`config.mk`:
```
export PLATFORM = sky130hd
export DESIGN_NAME = sbi_slave
export DESIGN_NICKNAME = d
export VERILOG_FILES = /design/src/sbi_pkg.sv /design/src/sbi_slave.sv
export VERILOG_INCLUDE_DIRS = /design/src /design/src/src
export SDC_FILE = /design/constraint.sdc
export NUM_CORES = 2
export LEC_CHECK = 0
export BUFFER_PORTS_ARGS = -buffer_cell sky130_fd_sc_hd__buf_4
export CAP_MARGIN = 10
export CORE_MARGIN = 3
export CORE_UTILIZATION = 35
export CTS_CLUSTER_SIZE = 25
export DETAILED_ROUTE_END_ITERATION = 8
export HOLD_SLACK_MARGIN = 0.15
export PLACE_DENSITY = 0.52
export SLEW_MARGIN = 5
export SYNTH_ARGS = -nofsm -noshare
export SYNTH_HDL_FRONTEND = slang
export SYNTH_SLANG_ARGS = --single-unit
```
`constraint.sdc`:
```
create_clock -name clk -period 3.84 [get_ports clk]
set_clock_uncertainty 0.15 [all_clocks]
set_input_delay 0.768 -clock clk [delete_from_list [all_inputs] [get_ports clk]]
set_output_delay 0.768 -clock clk [all_outputs]
set_load 0.005 [all_outputs]
```
`src/sbi_map.svh`:
```
// Purpose: constants for the bus slave interface (ack codes, size codes, timing)
// Assumes: included by bare name from the design file
// Notes: definitions only
`ifndef SBI_MAP_SVH
`define SBI_MAP_SVH
`define SBI_ACK_IDLE 3'h7
`define SBI_ACK_WAIT 3'h6
`define SBI_ACK_ERR 3'h5
`define SBI_ACK_WORD 3'h4
`define SBI_SIZ_BURST_BIT 2
`define SBI_SIZ_BURST_MIN 3'h4
`define SBI_SIZ_BURST_MAX 3'h6
`define SBI_CFG_ADDR 24'h000000
`define SBI_CFG_SENSE_LSB 0
`define SBI_CORE_LAT 3'h2
`endif

```
`src/sbi_pkg.sv`:
```
// Purpose: types for the bus slave interface
// Assumes: nothing
// Notes: states of the link-side sequencer
package sbi_pkg;
    typedef enum logic [2:0] {
        SBI_IDLE,
        SBI_WAITCORE,
        SBI_ACK1,
        SBI_ACK2,
        SBI_RELEASE
    } sbi_state_e;
    typedef logic [31:0] sbi_word_t;
endpackage : sbi_pkg

```
`src/sbi_slave.sv`:
```
// Purpose: slave side of the system bus, single accesses, with core handshake
// Assumes: bus clock sampled by clk (200 MHz) through two flip-flops
// Notes: access memory is a small word array standing for the core
`timescale 1ns/10ps
`default_nettype none
`include "sbi_map.svh"
module sbi_slave
    import sbi_pkg::*;
#(
    parameter int unsigned MEM_WORDS = 64 // core word storage depth
) (
    input wire logic clk, // core clock, 200 MHz
    input wire logic rst_n, // asynchronous reset, active low
    input wire logic bus_clock_in, // bus clock pin
    input wire logic bus_reset_in, // bus reset pin, active high
    input wire logic slave_select_in, // slave select, active high
    input wire logic addr_strobe_in, // address strobe, active high
    input wire logic read_not_write_in, // 1 read, 0 write
    input wire logic [2:0] xfer_size_in, // access size code
    input wire logic [23:0] bus_addr_in, // access address
    input wire logic [31:0] bus_data_in, // data pins, input side
    output logic [31:0] bus_data_out, // data pins, output side
    output logic bus_data_oe_n, // data drive enable, low drives
    output logic [2:0] xfer_ack_out, // acknowledge code
    output logic xfer_ack_oe_n, // ack drive enable, low drives
    input wire logic vertical_blank_event, // vertical_blank_event level from timing
    output logic vertical_blank_event_irq_out, // interrupt pin value, always 0
    output logic vertical_blank_event_irq_oe_n, // low pulls the interrupt line
    input wire logic [2:0] monitor_sense_code // monitor sense pins
);
    localparam int unsigned AW = $clog2(MEM_WORDS);

    // two-flop synchronisers for every pin input
    logic [1:0] clk_s_q, rst_s_q, sel_s_q, as_s_q, rd_s_q, vb_s_q;
    logic [2:0] siz_m_q, siz_s_q, id_m_q, id_s_q;
    logic [23:0] adr_m_q, adr_s_q;
    logic [31:0] dat_m_q, dat_s_q;
    always_ff @(posedge clk or negedge rst_n) begin
        if (!rst_n) begin
            clk_s_q <= 2'h0;
            rst_s_q <= 2'h3;
            sel_s_q <= 2'h0;
            as_s_q <= 2'h0;
            rd_s_q <= 2'h0;
            vb_s_q <= 2'h0;
            siz_m_q <= 3'h0;
            siz_s_q <= 3'h0;
            id_m_q <= 3'h0;
            id_s_q <= 3'h0;
            adr_m_q <= 24'h000000;
            adr_s_q <= 24'h000000;
            dat_m_q <= 32'h00000000;
            dat_s_q <= 32'h00000000;
        end else begin
            clk_s_q <= {clk_s_q[0], bus_clock_in};
            rst_s_q <= {rst_s_q[0], bus_reset_in};
            sel_s_q <= {sel_s_q[0], slave_select_in};
            as_s_q <= {as_s_q[0], addr_strobe_in};
            rd_s_q <= {rd_s_q[0], read_not_write_in};
            vb_s_q <= {vb_s_q[0], vertical_blank_event};
            siz_m_q <= xfer_size_in;
            siz_s_q <= siz_m_q;
            id_m_q <= monitor_sense_code;
            id_s_q <= id_m_q;
            adr_m_q <= bus_addr_in;
            adr_s_q <= adr_m_q;
            dat_m_q <= bus_data_in;
            dat_s_q <= dat_m_q;
        end
    end

    // edge detection on the synchronised bus clock and vertical_blank_event
    logic bclk_d1_q, vb_d1_q;
    always_ff @(posedge clk or negedge rst_n) begin
        if (!rst_n) begin
            bclk_d1_q <= 1'b0;
            vb_d1_q <= 1'b0;
        end else begin
            bclk_d1_q <= clk_s_q[1];
            vb_d1_q <= vb_s_q[1];
        end
    end
    wire logic bus_rise = clk_s_q[1] & ~bclk_d1_q;
    wire logic bus_rst = rst_s_q[1];
    wire logic sel_hit = sel_s_q[1] & as_s_q[1];

    // burst size codes are those with the top size bit set, up to the maximum
    function automatic logic is_burst(input logic [2:0] siz);
        is_burst = (siz >= `SBI_SIZ_BURST_MIN) && (siz <= `SBI_SIZ_BURST_MAX);
    endfunction : is_burst

    // link-side sequencer, advances only on bus clock rising edges
    sbi_state_e state_q;
    logic req_q, ack_s1_q, ack_s2_q, err_q, rd_q, drive_q;
    logic [23:0] addr_q;
    logic [31:0] wdata_q;
    always_ff @(posedge clk or negedge rst_n) begin
        if (!rst_n) begin
            state_q <= SBI_IDLE;
            req_q <= 1'b0;
            err_q <= 1'b0;
            rd_q <= 1'b0;
            addr_q <= 24'h000000;
            wdata_q <= 32'h00000000;
        end else if (bus_rst) begin
            state_q <= SBI_IDLE;
            req_q <= 1'b0;
            err_q <= 1'b0;
        end else if (bus_rise) begin
            case (state_q)
                SBI_IDLE: begin
                    if (sel_hit) begin
                        rd_q <= rd_s_q[1];
                        addr_q <= adr_s_q;
                        wdata_q <= dat_s_q;
                        if (is_burst(siz_s_q)) begin
                            err_q <= 1'b1;
                            state_q <= SBI_ACK1;
                        end else begin
                            err_q <= 1'b0;
                            req_q <= ~req_q;
                            state_q <= SBI_WAITCORE;
                        end
                    end
                end
                SBI_WAITCORE: begin
                    if (ack_s2_q == req_q) state_q <= SBI_ACK1;
                end
                SBI_ACK1: state_q <= SBI_ACK2;
                SBI_ACK2: state_q <= SBI_RELEASE;
                SBI_RELEASE: begin
                    if (!sel_hit) state_q <= SBI_IDLE; // wait for strobe to drop
                end
                default: state_q <= SBI_IDLE;
            endcase
        end
    end

    // core side: toggle request handled after a fixed latency, toggle ack back
    logic [MEM_WORDS*0+31:0] unused_w;
    logic req_c1_q, req_c2_q, req_c3_q, ack_tog_q;
    logic [2:0] lat_q;
    logic busy_q;
    sbi_word_t mem_q [MEM_WORDS];
    sbi_word_t rdata_q;
    assign unused_w = 32'h00000000;
    always_ff @(posedge clk or negedge rst_n) begin
        if (!rst_n) begin
            req_c1_q <= 1'b0;
            req_c2_q <= 1'b0;
            req_c3_q <= 1'b0;
            ack_tog_q <= 1'b0;
            lat_q <= 3'h0;
            busy_q <= 1'b0;
            rdata_q <= 32'h00000000;
        end else begin
            req_c1_q <= req_q;
            req_c2_q <= req_c1_q;
            req_c3_q <= req_c2_q;
            if (bus_rst) begin
                busy_q <= 1'b0;
                ack_tog_q <= req_c2_q;
            end else if (req_c2_q != req_c3_q) begin
                busy_q <= 1'b1;
                lat_q <= `SBI_CORE_LAT;
            end else if (busy_q) begin
                if (lat_q != 3'h0) begin
                    lat_q <= lat_q - 3'h1;
                end else begin
                    busy_q <= 1'b0;
                    if (addr_q == `SBI_CFG_ADDR) begin
                        rdata_q <= 32'h00000000;
                        rdata_q[`SBI_CFG_SENSE_LSB +: 3] <= id_s_q;
                    end else begin
                        rdata_q <= mem_q[addr_q[AW+1:2]];
                    end
                    ack_tog_q <= req_c2_q;
                end
            end
        end
    end

    // storage write, no reset needed for the array
    always_ff @(posedge clk) begin
        if (busy_q && lat_q == 3'h0 && !rd_q && addr_q != `SBI_CFG_ADDR)
            mem_q[addr_q[AW+1:2]] <= wdata_q;
    end

    // ack toggle back to the link side through two flops
    always_ff @(posedge clk or negedge rst_n) begin
        if (!rst_n) begin
            ack_s1_q <= 1'b0;
            ack_s2_q <= 1'b0;
        end else begin
            ack_s1_q <= ack_tog_q;
            ack_s2_q <= ack_s1_q;
        end
    end

    // pin drivers, all registered; ack driven only in its two closing cycles
    always_ff @(posedge clk or negedge rst_n) begin
        if (!rst_n) begin
            xfer_ack_out <= `SBI_ACK_IDLE;
            xfer_ack_oe_n <= 1'b1;
            bus_data_out <= 32'h00000000;
            bus_data_oe_n <= 1'b1;
            drive_q <= 1'b0;
        end else begin
            drive_q <= (state_q == SBI_ACK1) || (state_q == SBI_ACK2);
            xfer_ack_oe_n <= !((state_q == SBI_ACK1) || (state_q == SBI_ACK2));
            if (state_q == SBI_ACK1)
                xfer_ack_out <= err_q ? `SBI_ACK_ERR : `SBI_ACK_WORD;
            else
                xfer_ack_out <= `SBI_ACK_IDLE; // idle code in the release cycle
            bus_data_out <= rdata_q;
            bus_data_oe_n <= !(state_q == SBI_ACK2 && rd_q && !err_q);
        end
    end

    // vertical_blank_event: rising edge sets the request; bus reset or a low vertical_blank_event clears it
    always_ff @(posedge clk or negedge rst_n) begin
        if (!rst_n) begin
            vertical_blank_event_irq_oe_n <= 1'b1;
            vertical_blank_event_irq_out <= 1'b0;
        end else begin
            vertical_blank_event_irq_out <= 1'b0;
            if (vb_s_q[1] & ~vb_d1_q)
                vertical_blank_event_irq_oe_n <= 1'b0;
            else if (bus_rst || (!vb_s_q[1] && !vb_d1_q))
                vertical_blank_event_irq_oe_n <= 1'b1;
        end
    end
endmodule : sbi_slave
`default_nettype wire

```
==> results_dict.tcl <==
set metrics [dict create \
    synth-seq-area-share_pct 78.48 \
    syn_to_final_growth_pct 19.91 \
    slew_viol_final 0 \
    floorplan.io_pins 109 \
    timing.critical_path.arrival_ns 4.54 \
    path_cells "nor2b_4, buf_4, buf_4, a22oi_1, o22ai_1, buf_4, a22oi_1, a311oi_1" \
    firstDrtPassIters 8 \
    layout.nets 5291 \
    yosys.area.top_type "edfxtp_1" \
    crit_slowest_cell "nor2b_4" \
    fp.dieW_um 505.3 \
    final_ant_viol_nets 0 \
    track_usage_pct 23.92 \
    cp-start-kind "register" \
    cts.sinks 2327 \
    synth_top_cells_by_area "edfxtp_1, dfrtp_1, mux4_2, mux2_2, a221oi_1" \
    run_status "finished with violations" \
    cp-endpoint "rdata_q[3]" \
    syn-num-nets 4691 \
    first_pass_grt_wire_length_um 423700 \
    postSynth.topFlopCell "edfxtp_1" \
    reg2reg_slack_ns -0.06 \
    setup_violations 2 \
    timing.hold.worst.class "register to register" \
    worst_slew_margin_rel_pct 14.04 \
    distinct_cell_type_count_after_synthesis 77 \
    synth-async-reset-ratio_pct 11.99 \
    cts_max_path_buffers 3 \
    powerDensity_mw_per_mm2 723.7 \
    dp_hpwl_um 195800 \
    placedCellCount 8224 \
    synth-seq-cells 2327 \
    cp_launch_point "addr_q[2]" \
    yosys.area.top_type_share_pct 70.47 \
    hold_violations 0 \
    layout_commonest_cell "edfxtp_1" \
    wl_um 312300 \
    setup_ws_ns -0.05750 \
    crit_top_cell "buf_4" \
    setup_tns_ns -0.08253 \
    cts_tree "built" \
    cap_violations 0 \
    floorplan.die.height_um 505.3 \
    port_buffers 106 \
    share_of_cells_above_drive_strength_1_pct 27.15 \
    core_area_mm2 0.2471 \
    r2r_cells 8 \
    most_frequent_cells_in_the_layout "edfxtp_1, buf_4, mux2_2" \
    detailroute.via_count 51216 \
    cts_root_buffer "clkbuf_16" \
    synth-edff-count 2048 \
    grt_start_max_net_pins 66 \
    ctsHtreeMaxLevel 4 \
    worstSetupEndpointType "register" \
    leakage_nw 34.54 \
    detailedRoute.firstIterationViolations 7710 \
    critPathMaxStageDelay_ns 0.99 \
    grt_setup_unrepaired "false" \
    worst_r2r_endpoint "rdata_q[3]" \
    clock_latency_ns 0.89 \
    fp.dieArea_mm2 0.2554 \
    critical_path.max_fanout 23 \
    crit_type "register to register" \
    post_synth_inst_count 4619 \
    floorplan.initialDensity_pct 35.32 \
    detail_route.drc_violations 0 \
    route.detailed.vias_per_inst 5.853 \
    gpl.final_weighted_congestion 0.8874 \
    clkSlewWorstSetupHoldPaths_ns 0.06 \
    worst-slew-pin-transition_ns 1.289 \
    post_cts_buffers 0 \
    initial_antenna_violation_count 25 \
    failed_checks "negative setup slack" \
    layout_min_cycle_time_ns 3.898 \
    fmax_mhz 256.6 \
    cts_inserted_buffers 236 \
    fin_util_pct 42.35 \
    std_cell_rows 182 \
    wl_per_cell_um 35.69 \
    yosysWarnings 0 \
    grt.overflow.total 0 \
    fin_crit_sh_pct 101.5 \
    finalNonFillerCells 8750 \
    syn_area_per_cell_um2 18.89 \
    vias_in_the_first_global_route 49063 \
    worst_ir_drop_vdd_v 0.0005200 \
    synthesis.area_mm2 0.08727 \
    r2r_start "addr_q[2]" \
    critical_path_required_ns 4.48 \
]
## kinds of logic after synthesis
group | synth area share (%)
flip-flops | 78.48
AO/OA/AOI/OAI | 8.267
multiplexers | 9.139
AND/OR/NAND/NOR | 2.103
buffers and inverters | 1.930
XOR/XNOR | 0.04014
adder cells (fa/ha/maj) | 0.02867
other | 0.008606
## registers in the layout, indices dropped and copies added (netlist names), 3 cells and up
| name | flops |
|---|---|
| mem_q | 2048 |
| lat_q | 3 |
| wdata_q | 32 |
| dat_s_q | 32 |
| siz_s_q | 3 |
| adr_m_q | 24 |
| bus_data_out | 32 |
| rdata_q | 32 |
| adr_s_q | 24 |
| dat_m_q | 32 |
| id_m_q | 3 |
| id_s_q | 3 |
| addr_q | 24 |
| state_q | 3 |
| siz_m_q | 3 |
## cell type report
cell class	count	area [um^2]
repair buffers	668	6534
flip-flops and latches	2327	68600
inverters	10	48.80
clock inverters	110	1001
clock buffers	338	6581
multi-input cells	1976	17710
diodes	9	22.52
fillers	21672	142400
well taps	3312	4144
## metrics by stage
stage	setup WS [ns]	power (mW)	hold slack (ns)	area, um^2
2_1_floorplan	0.2414	41.58	0.1812	87270
3_3_place_gp	-0.03998	53.11	0.1822	96340
3_5_place_dp	-0.02103	53.26	0.1847	96340
4_1_cts	0.01687	75.80	0.1805	104600
5_1_grt	0.07110	77.52	0.1974	104600
6_report	-0.05750	75.73	0.1757	104600
## report_power, final
group	leakage (nW)	switching (mW)	internal (mW)	total, mW
registers	22.1	3.20	30.6	33.8
clock network	3.72	9.80	12.8	22.6
logic	8.74	12.5	6.83	19.4
total	34.5	25.5	50.2	75.7
## worst min-delay path by stage
stage,endpoint,from,slack [ns],depth (start not counted)
final,siz_s_q[2],siz_m_q[2],0.18,0
after global routing,siz_s_q[2],siz_m_q[2],0.20,0
after detailed placement,adr_s_q[10],adr_m_q[10],0.18,0
after global placement,dat_s_q[21],dat_m_q[21],0.18,0
after CTS,siz_s_q[2],siz_m_q[2],0.18,0
after floorplan,ack_s2_q,ack_s1_q,0.18,0
## cells in the mapped netlist (all sizes together), types with 11 or more instances
master,n
buf,206
mux2i,196
a22oi,148
a21oi,99
a221o,45
o211ai,11
a222oi,24
mux4,138
clkbuf,100
nor2,179
o31a,11
o2bb2ai,16
edfxtp,2048
o21a,17
nand3,21
a22o,36
dfrtp,272
a31oi,31
nand2,119
mux2,258
a221oi,244
and3,11
o21ai,128
o22ai,90
## routing by layer
layer / track usage, % / up-vias / share of wire, %
met5: 0 / - / 0.0086
met4: 10.60 / 4 / 5.1
met3: 4.699 / 581 / 10
met2: 36.31 / 3135 / 45
met1: 33.42 / 27274 / 40
li1: - / 20222 / -
## worst max-delay path: cells and delay by family, from the launching register on
family / cells / cell delay (ns)
AOI/OAI and AO/OA: 4 / 0.99
buffers and inverters: 3 / 0.78
DFF: 1 / 0.80
and+or+nand+nor: 1 / 0.99
## what timing repair did
| item | in CTS | in global routing |
|---|---|---|
| hold buffers | 69 | 0 |
| setup endpoints to repair | 2 | 0 |
| hold endpoints to repair | 330 | 0 |
| resized for setup | 2 | 0 |
(Power assumes the default switching activity.)
